[src/common/bsf_pkg.sv]
// bsf_pkg: constants, states and carriers for the button special function block
// assumes a 100 MHz core clock; long holds are parameters of the top module
package bsf_pkg;
    // clock rate and derived counts
    localparam int unsigned CLK_HZ          = 100_000_000;  // core clock rate in Hz
    localparam int unsigned DEBOUNCE_MS     = 20;           // debounce settle time, ms
    localparam int unsigned DEBOUNCE_CYC    = CLK_HZ / 1000 * DEBOUNCE_MS;
    localparam int unsigned SHORT_HOLD_S    = 3;            // linkage reset / second press, s
    localparam int unsigned LONG_HOLD_S     = 15;           // first factory reset press, s
    localparam int unsigned FR_TIMEOUT_S    = 10;           // wait limit for second press, s
    localparam int unsigned LINK_RST_MS     = 1000;         // linkage reset disconnect time, ms
    localparam int unsigned BLINK_MS        = 250;          // boot mode blink half period, ms
    localparam int unsigned SHORT_HOLD_CYC  = CLK_HZ * SHORT_HOLD_S;
    localparam int unsigned LONG_HOLD_CYC   = CLK_HZ / 10 * LONG_HOLD_S * 10;
    localparam int unsigned FR_TIMEOUT_CYC  = CLK_HZ / 10 * FR_TIMEOUT_S * 10;
    localparam int unsigned LINK_RST_CYC    = CLK_HZ / 1000 * LINK_RST_MS;
    localparam int unsigned BLINK_CYC       = CLK_HZ / 1000 * BLINK_MS;
    localparam int unsigned CNT_W           = 32;           // width of every timer

    // factory default node address 15.15.255 (area.line.device)
    localparam logic [3:0]  DEF_AREA        = 4'hf;
    localparam logic [3:0]  DEF_LINE        = 4'hf;
    localparam logic [7:0]  DEF_DEVICE      = 8'hff;

    // led colour codes
    typedef enum logic [1:0] {
        BSF_LED_OFF    = 2'h0,
        BSF_LED_GREEN  = 2'h1,
        BSF_LED_RED    = 2'h2,
        BSF_LED_ORANGE = 2'h3
    } bsf_led_t;

    // node address carrier
    typedef struct packed {
        logic [3:0] area;
        logic [3:0] line;
        logic [7:0] device;
    } bsf_addr_t;

    localparam bsf_addr_t DEF_NODE_ADDR = '{area: DEF_AREA, line: DEF_LINE, device: DEF_DEVICE};

    // front panel led carrier: leds 1, 2 and 7
    typedef struct packed {
        bsf_led_t led1;
        bsf_led_t led2;
        bsf_led_t led7;
    } bsf_leds_t;

    // special function state, gray code in the listed order
    typedef enum logic [2:0] {
        BSF_NORMAL   = 3'b000,
        BSF_LINK_RST = 3'b001,
        BSF_FR_WAIT  = 3'b011,
        BSF_FR_DO    = 3'b010,
        BSF_BOOT     = 3'b110
    } bsf_state_t;
endpackage

[src/design/bsf_ctrl.sv]
// bsf_ctrl: front panel programming and function button control
// assumes operator buttons on raw pins and a software side that starts
// address downloads and update requests
//
// Summary of operation
// [RULE_01] each program press toggles programming mode
// [RULE_02] programming mode lights led seven red
// [RULE_03] new address stored only in programming mode
// [RULE_04] default node address is 15.15.255
// [RULE_05] three second function hold starts linkage reset
// [RULE_06] led two orange during linkage reset
// [RULE_07] led two green back in normal operation
// [RULE_08] operator holds fifteen then three seconds
// [RULE_09] leds one and two orange awaiting press
// [RULE_10] second press restores defaults and restarts
// [RULE_11] operator authorises update with short press; the code takes a short function press only in programming mode
// [RULE_12] debounce buttons; abandon factory reset on timeout
// [RULE_13] boot mode blinks led two green
`timescale 1ns/1ps
module bsf_ctrl #(
    parameter int unsigned DB_CYC      = bsf_pkg::DEBOUNCE_CYC,    // button settle time
    parameter int unsigned SHORT_CYC   = bsf_pkg::SHORT_HOLD_CYC,  // 3 s hold
    parameter int unsigned LONG_CYC    = bsf_pkg::LONG_HOLD_CYC,   // 15 s hold
    parameter int unsigned TIMEOUT_CYC = bsf_pkg::FR_TIMEOUT_CYC,  // second press wait
    parameter int unsigned LINK_CYC    = bsf_pkg::LINK_RST_CYC,    // disconnect time
    parameter int unsigned BLINKH_CYC  = bsf_pkg::BLINK_CYC        // blink half period
) (
    // clock, reset, enable
    input  wire logic               core_clk,
    input  wire logic               rst,
    input  wire logic               ce,
    // raw buttons, active high
    input  wire logic               prog_btn,
    input  wire logic               func_btn,
    // address download from the configuration side
    input  wire logic               dl_active,
    input  wire bsf_pkg::bsf_addr_t dl_addr,
    // update request from the web side
    input  wire logic               update_req,
    input  wire logic               update_done,
    // status outputs
    output bsf_pkg::bsf_addr_t      node_address,
    output logic                    prog_mode,
    output logic                    link_reset,
    output logic                    factory_reset,
    output logic                    restart,
    output logic                    boot_mode,
    output bsf_pkg::bsf_leds_t      leds
);
    import bsf_pkg::*;

    // hold-time threshold compare
    function automatic logic reached(input logic [CNT_W-1:0] c, input int unsigned lim);
        reached = (c >= CNT_W'(lim - 1));
    endfunction

    logic             prog_lvl;       // clean program button
    logic             func_lvl;       // clean function button
    logic             prog_q_r;       // delayed copies for edges
    logic             func_q_r;
    bsf_state_t       st_r;
    bsf_state_t       st_nxt;
    logic [CNT_W-1:0] hold_r;         // function hold time
    logic [CNT_W-1:0] hold_nxt;
    logic [CNT_W-1:0] tmr_r;          // state timer
    logic [CNT_W-1:0] tmr_nxt;
    logic             pm_r;
    logic             pm_nxt;
    logic             auth_r;         // update authorised
    logic             auth_nxt;
    logic             blink_r;
    logic             blink_nxt;
    logic             rs_r;
    logic             rs_nxt;
    bsf_addr_t        na_r;
    bsf_addr_t        na_nxt;
    bsf_leds_t        leds_r;
    bsf_leds_t        leds_nxt;
    logic [2:0]       flags_r;        // link, factory, boot state flags
    logic [2:0]       flags_nxt;
    logic             prog_rise;
    logic             func_fall;

    ////////////////////////////////////////////////////////////////////////
    // button conditioning
    bsf_debounce #(.SETTLE_CYC(DB_CYC)) u_prog_db (             // RULE_12
        .core_clk (core_clk),
        .rst      (rst),
        .ce       (ce),
        .pin      (prog_btn),
        .level    (prog_lvl)
    );
    bsf_debounce #(.SETTLE_CYC(DB_CYC)) u_func_db (
        .core_clk (core_clk),
        .rst      (rst),
        .ce       (ce),
        .pin      (func_btn),
        .level    (func_lvl)
    );

    assign prog_rise = prog_lvl & ~prog_q_r;
    assign func_fall = ~func_lvl & func_q_r;

    ////////////////////////////////////////////////////////////////////////
    // next state of the special function machine
    always_comb begin
        st_nxt    = st_r;
        hold_nxt  = func_lvl ? hold_r + CNT_W'(~&hold_r) : '0;  // saturates, no wrap
        tmr_nxt   = tmr_r + 1'b1;
        pm_nxt    = pm_r;
        auth_nxt  = auth_r;
        blink_nxt = blink_r;
        rs_nxt    = 1'b0;
        na_nxt    = na_r;
        // program button press flips the mode
        if (prog_rise) begin
            pm_nxt = ~pm_r;                                    // RULE_01
            if (pm_r && dl_active) begin
                na_nxt = dl_addr;                              // RULE_03
            end
        end
        case (st_r)
            BSF_NORMAL: begin
                tmr_nxt = '0;
                if (func_fall) begin
                    // release decides which function the hold meant
                    if (reached(hold_r, LONG_CYC)) begin
                        st_nxt = BSF_FR_WAIT;                  // RULE_09
                    end else if (reached(hold_r, SHORT_CYC)) begin
                        st_nxt = BSF_LINK_RST;                 // RULE_05
                    end else if (pm_r) begin
                        auth_nxt = 1'b1;
                    end
                end
                if (auth_r && update_req) begin
                    st_nxt   = BSF_BOOT;                       // RULE_13
                    auth_nxt = 1'b0;
                end
            end
            BSF_LINK_RST: begin
                if (reached(tmr_r, LINK_CYC)) begin
                    st_nxt = BSF_NORMAL;                       // RULE_07
                end
            end
            BSF_FR_WAIT: begin
                if (func_fall && reached(hold_r, SHORT_CYC)) begin
                    st_nxt = BSF_FR_DO;
                end else if (!func_lvl && reached(tmr_r, TIMEOUT_CYC)) begin
                    st_nxt = BSF_NORMAL;                       // RULE_12
                end else if (func_lvl) begin
                    tmr_nxt = '0;
                end
            end
            BSF_FR_DO: begin
                na_nxt   = DEF_NODE_ADDR;                      // RULE_10
                pm_nxt   = 1'b0;
                auth_nxt = 1'b0;
                rs_nxt   = 1'b1;
                st_nxt   = BSF_NORMAL;
            end
            BSF_BOOT: begin
                if (reached(tmr_r, BLINKH_CYC)) begin
                    blink_nxt = ~blink_r;
                    tmr_nxt   = '0;
                end
                if (update_done) begin
                    rs_nxt = 1'b1;
                    st_nxt = BSF_NORMAL;
                end
            end
            default: st_nxt = BSF_NORMAL;
        endcase
        if (st_nxt != st_r) begin
            tmr_nxt = '0;
        end
        if (st_nxt != BSF_BOOT) begin
            blink_nxt = 1'b0;
        end
    end

    ////////////////////////////////////////////////////////////////////////
    // led display for the next state
    always_comb begin
        flags_nxt = {st_nxt == BSF_LINK_RST, st_nxt == BSF_FR_DO, st_nxt == BSF_BOOT};
        leds_nxt.led7 = pm_nxt ? BSF_LED_RED : BSF_LED_OFF;    // RULE_02
        leds_nxt.led1 = BSF_LED_GREEN;
        leds_nxt.led2 = BSF_LED_GREEN;                          // RULE_07
        case (st_nxt)
            BSF_LINK_RST: leds_nxt.led2 = BSF_LED_ORANGE;       // RULE_06
            BSF_FR_WAIT: begin
                leds_nxt.led1 = BSF_LED_ORANGE;                 // RULE_09
                leds_nxt.led2 = BSF_LED_ORANGE;
            end
            BSF_BOOT: leds_nxt.led2 = blink_nxt ? BSF_LED_GREEN : BSF_LED_OFF;
            default: leds_nxt.led2 = BSF_LED_GREEN;
        endcase
    end

    ////////////////////////////////////////////////////////////////////////
    // registers
    always_ff @(posedge core_clk) begin
        if (rst) begin
            st_r     <= BSF_NORMAL;
            hold_r   <= '0;
            tmr_r    <= '0;
            pm_r     <= 1'b0;
            auth_r   <= 1'b0;
            blink_r  <= 1'b0;
            rs_r     <= 1'b0;
            na_r     <= DEF_NODE_ADDR;                          // RULE_04
            leds_r   <= '{led1: BSF_LED_GREEN, led2: BSF_LED_GREEN, led7: BSF_LED_OFF};
            flags_r  <= 3'h0;
            prog_q_r <= 1'b0;
            func_q_r <= 1'b0;
        end else if (ce) begin
            st_r     <= st_nxt;
            hold_r   <= hold_nxt;
            tmr_r    <= tmr_nxt;
            pm_r     <= pm_nxt;
            auth_r   <= auth_nxt;
            blink_r  <= blink_nxt;
            rs_r     <= rs_nxt;
            na_r     <= na_nxt;
            leds_r   <= leds_nxt;
            flags_r  <= flags_nxt;
            prog_q_r <= prog_lvl;
            func_q_r <= func_lvl;
        end
    end

    // outputs straight from flip-flops
    assign node_address  = na_r;
    assign prog_mode     = pm_r;
    assign link_reset    = flags_r[2];
    assign factory_reset = flags_r[1];
    assign restart       = rs_r;
    assign boot_mode     = flags_r[0];
    assign leds          = leds_r;

    ////////////////////////////////////////////////////////////////////////
    // assertions
    property p_prog_toggle;
        @(posedge core_clk) disable iff (rst)
        (ce && prog_rise && st_r != BSF_FR_DO) |=> (pm_r != $past(pm_r));
    endproperty
    a_prog_toggle: assert property (p_prog_toggle) else $error("prog mode not toggled"); // RULE_01
    property p_led7;
        @(posedge core_clk) disable iff (rst)
        1'b1 |=> ((leds_r.led7 == BSF_LED_RED) == pm_r);
    endproperty
    a_led7: assert property (p_led7) else $error("led7 disagrees with prog mode"); // RULE_02
    property p_addr_guard;
        @(posedge core_clk) disable iff (rst)
        (ce && !pm_r && st_r != BSF_FR_DO) |=> $stable(na_r);
    endproperty
    a_addr_guard: assert property (p_addr_guard) else $error("address changed outside prog"); // RULE_03
    property p_fr_default;
        @(posedge core_clk) disable iff (rst)
        (ce && st_r == BSF_FR_DO) |=> (na_r == DEF_NODE_ADDR && rs_r && !pm_r);
    endproperty
    a_fr_default: assert property (p_fr_default) else $error("factory reset incomplete"); // RULE_10
    property p_link_start;
        @(posedge core_clk) disable iff (rst)
        (ce && st_r == BSF_NORMAL && func_fall && !reached(hold_r, SHORT_CYC))
            |=> (st_r != BSF_LINK_RST);
    endproperty
    a_link_start: assert property (p_link_start) else $error("linkage reset too early"); // RULE_05
    property p_led2_orange;
        @(posedge core_clk) disable iff (rst)
        (st_r == BSF_LINK_RST) |-> (leds_r.led2 == BSF_LED_ORANGE);
    endproperty
    a_led2_orange: assert property (p_led2_orange) else $error("led2 not orange"); // RULE_06
    property p_led2_green;
        @(posedge core_clk) disable iff (rst)
        (st_r == BSF_NORMAL) |-> (leds_r.led2 == BSF_LED_GREEN);
    endproperty
    a_led2_green: assert property (p_led2_green) else $error("led2 not green"); // RULE_07

    property p_fr_leds;
        @(posedge core_clk) disable iff (rst)
        (st_r == BSF_FR_WAIT) |-> (leds_r.led1 == BSF_LED_ORANGE && leds_r.led2 == BSF_LED_ORANGE);
    endproperty
    a_fr_leds: assert property (p_fr_leds) else $error("wait leds wrong"); // RULE_09

    property p_fr_timeout;
        @(posedge core_clk) disable iff (rst)
        (ce && st_r == BSF_FR_WAIT && !func_lvl && !func_fall && reached(tmr_r, TIMEOUT_CYC))
            |=> (st_r == BSF_NORMAL);
    endproperty
    a_fr_timeout: assert property (p_fr_timeout) else $error("timeout not taken"); // RULE_12

    property p_boot_led;
        @(posedge core_clk) disable iff (rst)
        (st_r == BSF_BOOT) |-> (leds_r.led2 != BSF_LED_ORANGE && leds_r.led2 != BSF_LED_RED);
    endproperty
    a_boot_led: assert property (p_boot_led) else $error("boot led colour wrong"); // RULE_13

    c_link:  cover property (@(posedge core_clk) st_r == BSF_LINK_RST);
    c_fr:    cover property (@(posedge core_clk) st_r == BSF_FR_DO);
    c_boot:  cover property (@(posedge core_clk) st_r == BSF_BOOT);
    c_store: cover property (@(posedge core_clk) ce && prog_rise && pm_r && dl_active);
endmodule

[src/design/bsf_debounce.sv]
// bsf_debounce: three-stage synchroniser and settle filter for one button
// assumes a raw active-high pin from outside the clock domain
`timescale 1ns/1ps
module bsf_debounce #(
    parameter int unsigned SETTLE_CYC = bsf_pkg::DEBOUNCE_CYC  // settle time, cycles
) (
    // clock and reset
    input  wire logic core_clk,
    input  wire logic rst,
    input  wire logic ce,
    // raw pin and clean level
    input  wire logic pin,
    output logic      level
);
    import bsf_pkg::*;

    logic [2:0]       sync_r;   // synchroniser chain
    logic [2:0]       sync_nxt;
    logic [CNT_W-1:0] cnt_r;    // settle counter
    logic [CNT_W-1:0] cnt_nxt;
    logic             lvl_r;    // accepted level
    logic             lvl_nxt;

    ////////////////////////////////////////////////////////////////////////
    // next state: change counts once stages two and three agree
    always_comb begin
        sync_nxt = {sync_r[1:0], pin};
        cnt_nxt  = cnt_r;
        lvl_nxt  = lvl_r;
        if (sync_r[2] != sync_r[1] || sync_r[2] == lvl_r) begin
            // disagreement or no change: restart the settle wait
            cnt_nxt = '0;
        end else if (cnt_r >= CNT_W'(SETTLE_CYC - 1)) begin
            lvl_nxt = sync_r[2];
            cnt_nxt = '0;
        end else begin
            cnt_nxt = cnt_r + 1'b1;
        end
    end

    ////////////////////////////////////////////////////////////////////////
    // registers
    always_ff @(posedge core_clk) begin
        if (rst) begin
            sync_r <= '0;
            cnt_r  <= '0;
            lvl_r  <= 1'b0;
        end else if (ce) begin
            sync_r <= sync_nxt;
            cnt_r  <= cnt_nxt;
            lvl_r  <= lvl_nxt;
        end
    end

    assign level = lvl_r;
endmodule

[config.mk]
export PLATFORM = sky130hd
export DESIGN_NAME = bsf_ctrl
export DESIGN_NICKNAME = d
export VERILOG_FILES = /design/src/common/bsf_pkg.sv /design/src/design/bsf_ctrl.sv /design/src/design/bsf_debounce.sv
export SDC_FILE = /design/constraint.sdc
export NUM_CORES = 1
export LEC_CHECK = 0
export BUFFER_PORTS_ARGS = -buffer_cell sky130_fd_sc_hd__buf_2
export CAP_MARGIN = 10
export CORE_ASPECT_RATIO = 1.2
export CORE_UTILIZATION = 64
export CTS_BUF_LIST = sky130_fd_sc_hd__clkbuf_4 sky130_fd_sc_hd__clkbuf_8
export CTS_CLUSTER_DIAMETER = 50
export DETAILED_ROUTE_END_ITERATION = 8
export PLACE_DENSITY = 0.86
export SYNTH_ARGS = -nofsm -noshare
export SYNTH_HDL_FRONTEND = slang
export SYNTH_HIERARCHICAL = 1
export SYNTH_SLANG_ARGS = --single-unit
[constraint.sdc]
create_clock -name core_clk -period 3.22 [get_ports core_clk]
set_input_delay 0.644 -clock core_clk [delete_from_list [all_inputs] [get_ports core_clk]]
set_output_delay 0.644 -clock core_clk [all_outputs]
set_load 0.05 [all_outputs]
* Word-level counts from Yosys, hierarchy flattened *
Cells that the tools add are included.

storage, ports and cells
  bits in registers = 170
  input port bits = 24
  output and inout port bits = 27
  word-level logic and storage cells = 117

operators by class
  magnitude comparators = 7
  reductions and logical operators = 18
  add/subtract/negate cells = 4
  equality and inequality tests = 18
  bitwise logic cells = 8
  muxes and demuxes = 40

operators by type and width
  operator                 number
  $mux W32                 10
  $add A32 B1 Y32 const B  3
  $pmux W32 S3             1
  $ge A32 B21 Y1 const B   2
  $mux W16                 3
  $add A32 B1 Y32          1
  $ge A32 B25 Y1 const B   1
  $ge A32 B27 Y1 const B   1
  $ge A32 B29 Y1 const B   1
  $ge A32 B30 Y1 const B   1
  $ge A32 B31 Y1 const B   1
  $reduce_and A32 Y1       1
  $mux W3                  8
  $ne A3 B3 Y1 const B     5
  $eq A3 B2 Y1 const B     4
  $mux W1                  12
  $pmux W3 S4              1
  $reduce_and A3 Y1        3
  $eq A3 B1 Y1 const B     2
  $eq A3 B3 Y1 const B     2
  $not A1 Y1               6
  $reduce_and A6 Y1        1
  $reduce_bool A2 Y1       3
  $logic_and A1 B1 Y1      4
  11 further kinds         18

* Logic depth before layout (Yosys ltp) *
  depth in word-level cells = 10
  depth in mapped cells = 15
  mapped depth without buffers = 14

* By module *
Netlist, hierarchy kept.

modules (own cells, without submodules)
  module        instances  cells each  area an instance (um^2)  sequential area each (um^2)
  bsf_ctrl      1          769         5639.2                   1901.8
  bsf_debounce  2          191         1687.9                   720.7

* Worst setup path after synthesis *
Ideal clock, no wire load.

  kind = register to register
  start point = register hold_r[15]
  end point = register hold_r[22]
  arrival = 2635 ps
  data required time = 3092 ps
  clock period less this slack = 2763 ps
  setup slack = 457 ps
  buffers on the path = 2
  cell stages (with the launch flop) = 16
  library setup time = 128 ps
  cells stage by stage = dfxtp_1 -> clkbuf_1 -> and4_1 -> nand3_1 -> nor3_1 -> nand3_1 -> ha_1 -> ha_1 -> nand3_1 -> or3_1 -> clkbuf_1 -> or3_1 -> o21ai_0 -> o31ai_1 -> a22oi_1 -> nor2_1

on the way
  word-level cells in the longest chain between the ends = 4

RTL lines
  what                    line             RTL
  from (decl)             bsf_ctrl.sv:63   logic [CNT_W-1:0] hold_r;
  from (signal assigned)  bsf_ctrl.sv:217  hold_r <= hold_nxt;
  $reduce_and A32 Y1      bsf_ctrl.sv:108  hold_nxt = func_lvl ? hold_r + CNT_W'(~&hold_r) : '0;
  $logic_not A1 Y1        bsf_ctrl.sv:108
  $add A32 B1 Y32 (*)     bsf_ctrl.sv:108
  $mux W32 (*)            bsf_ctrl.sv:108

Mark *: on every way between the ends. The rest lies on a longest branch, timed or not.
A chain may end at the register's enable or synchronous reset.

* Final worst setup path *
  start point = register hold_r[22]
  end point = register hold_r[29]

The elaborated chain is that of the path after synthesis.

==> impl_metrics.yaml <==
route:
  drc: 0
  wl_mm: 21.1
  vias: 8595
  antenna_left: 0
  wl_per_cell_um: 16.0
  drt-initial-drc-count: 720
  drt_first_pass_iters: 5
  viasPerCell: 6.49
sta:
  hold_viol_final: 0
  finalMaxSlewViolations: 0
  worst_slew_pin_slew_ns: 1.08
  fin_crit_ns: 2.98
  fin_crit_sh: 0.926
  finalWorstSetupSlack_ns: 0.239
  timing.setup.tns_ns: 0
  finalSetupViolations: 0
  max_freq_ghz: 0.335
  fin_worst_skew_ns: 0.00923
  rsz0062_at_grt: "false"
  relSlewSlack: 0.273
synth:
  avgSynthCellArea_um2: 7.83
  synth_fp_nets: 1180
  synth_cell_type_count: 70
  yosysMostFrequentCell: "dfxtp_1"
  yosysSeqAreaShare: 0.371
  synthCells: 1151
  yosys-top-cells-area: "dfxtp_1 37%, nand2_1 5.0%, nor2_1 4.1%"
  synth-seq-cells: 167
  synth.top_cells.by_count: "167 x dfxtp_1, 121 x nand2_1, 98 x nor2_1"
  synth_edf_count: 0
  synth_ff_type: "dfxtp_1"
  yosysTopAreaCell: "dfxtp_1"
  async_flop_share: 0
  synth.top_cell.area_share: 0.371
  synth_warnings: 6
  syn-cell-area_um2: 9010
placement:
  io_buffer_count: 48
  dp_hpwl_mm: 13.9
  gp_congestion: 0.911
  placed_cells: 1292
  dpl_worst_slack_ns: 0.295
  post_dp_cell_area_um2: 9220
status:
  outcome: "finished, final reports clean"
power:
  clockPowerShare: 0.396
  power.switching_uw: 997
  power.density_nw_per_um2: 404
  finalPower_uw: 3890
  ir_worst_vdd_uv: 377
  p_int_uw: 2890
  swShare: 0.257
  p_comb_frac: 0.066
  p_leak_uw: 0.00331
  power_frac_seq: 0.539
critical_path:
  regToRegStartpoint: "hold_r[22]"
  reg2reg_depth: 12
  crit_arrival_ns: 3.33
  worstPathRequired_ns: 3.57
  reg2reg_slack_ns: 0.24
  r2r_end: "hold_r[29]"
  critPathCaptureType: "register"
  crit_fanout: 9
  crit_type: "reg -> reg"
  critPathLaunchType: "register"
clocking:
  cts_tree: "yes"
  cts_sinks: 167
  numCtsBuffers: 17
  clockBufferDepth: 2
  htreeDepth: 4
  clockRootBuffer: "clkbuf_8"
  clk_pin_slew_ns: 0.09
  clock_latency_ns: 0.47
  postCtsSetupBuffers: 0
global_route:
  gr-usage-met2: 0.475
  met1_usage: 0.387
  grt.busiest_layer: "met2"
  antenna_found_initial: 0
  grt_pass1_wl_mm: 35.3
  first_global_vias: 7687
  grt_max_degree: 68
  grt_overflow: 0
  grt_util_met3: 0.0702
  track_usage: 0.299
min_path:
  hp-class: "in -> reg"
  hold_start: "prog_btn"
  hold_depth: 3
  holdPathEnd: "u_prog_db/sync_r[0]"
die:
  die_h_um: 132
  core-area_um2: 13800
  initial_core_util: 0.655
  rows: 47
  dieWidth_um: 110
  fp.dieArea_um2: 14600
  boundaryPins: 51
final_layout:
  layout-area-overhead-vs-synth_pct: 6.79
  stdcell_count: 1324
  layout.nets: 1169
  final_layout_size_suffix_gt1_frac: 0.112
  n_antenna_cell: 0
  postLayoutCellArea_um2: 9630
run:
  drv_cap: 0
## final cells by class
cell class | instances | area [um2]
multi-input cells | 878 | 5220
fillers | 1123 | 4130
flip-flops and latches | 167 | 3340
repair buffers | 66 | 403
clock buffers | 19 | 262
well taps | 171 | 214
clock inverters | 13 | 145
inverters | 10 | 37.5
## power by group through the flow
stage                     Sequential [uW]  Clock (uW)  Combinational (uW)
after CTS                            2090        1560                 255
after floorplan                      2170           0                 163
final                                2090        1540                 256
after detailed placement             2140           0                 254
after global routing                 2100        1660                 276
after global placement               2140           0                 250
## how the worst max path moves through the flow
stage                     cells after the start  slack (ns)    endpoint        from
after floorplan                              15        0.46  hold_r[22]  hold_r[15]
after global placement                       12        0.35  hold_r[23]  hold_r[23]
after detailed placement                     12        0.30  hold_r[23]  hold_r[23]
after CTS                                    13        0.27  hold_r[22]  hold_r[23]
after global routing                         13       0.004  hold_r[24]  hold_r[23]
final                                        12        0.24  hold_r[29]  hold_r[22]
## placed cells by master, fill, tap and decap left out, types with 13 or more instances in the layout
cell type | netlist | routed
a21oi_1 | 45 | 45
a22oi_1 | 15 | 15
a31oi_1 | 55 | 55
and2_1 | 27 | 27
and3_1 | 22 | 22
buf_2 | 8 | 47
buf_4 | 7 | 17
clkbuf_8 | 0 | 19
dfxtp_1 | 167 | 167
nand2_1 | 121 | 121
nand3_1 | 63 | 63
nand4_1 | 45 | 45
nor2_1 | 98 | 98
nor3_1 | 50 | 50
nor4_1 | 36 | 36
o211ai_1 | 25 | 25
o21ai_0 | 50 | 50
o21bai_1 | 16 | 16
or2_2 | 13 | 13
or4_1 | 13 | 13
## sequential cells by signal, summed over array words and instances, names as in the netlist
signal	cells
tmr_r	32
func_q_r	1
node_address	16
restart	1
u_prog_db/sync_r	3
u_func_db/level	1
u_func_db/sync_r	3
auth_r	1
u_func_db/cnt_r	32
leds	4
blink_r	1
st_r	3
u_prog_db/cnt_r	32
flags_r	3
prog_q_r	1
hold_r	32
u_prog_db/level	1
## cells by family (layout without fill, tap and decap cells)
family          Yosys count  after routing  share of synthesized area
buf+inv                 106            108                     0.0523
fa+ha+maj                 5              5                    0.00694
mux                      15             15                     0.0173
simple gates            572            572                      0.339
compound gates          271            271                      0.200
xor+xnor                 13             13                     0.0126
other cells               2              2                   0.000833
flops                   167            167                      0.371
## critical path, stage by stage, from the launching register on
cell and delay [ns]:
dfxtp_1 0.39, and4_1 0.24, nand4_1 0.15, nor2_1 0.10
nand3_1 0.09, ha_1 0.18, nand3_1 0.12, or4_1 0.51
nor4_1 0.42, nand3_1 0.16, mux2_2 0.30, a22oi_1 0.14
nor2_1 0.05
## layer usage
layer  wire length, um  up-vias  share of wire
met2             10000      290           0.48
met5                 0        -              0
li1                  -     4260              -
met3              1180       55          0.056
met4               565        0          0.027
met1              9340     3990           0.44
## what timing repair did
item / 4_1_cts / 5_1_grt
hold endpoints to repair: 0 / 0
gates resized for setup: 0 / 1
endpoints found under the setup margin: 0 / 5
hold buffers: 0 / 0
## through the flow
| stage | hold WS [ns] | util |
|---|---|---|
| after floorplan | 0.422 | - |
| after global placement | 0.435 | 0.670 |
| after detailed placement | 0.438 | 0.670 |
| after CTS | 0.405 | 0.699 |
| after global routing | 0.407 | 0.700 |
| final | 0.411 | 0.700 |
No activity file was read; power rests on OpenSTA's default activity.
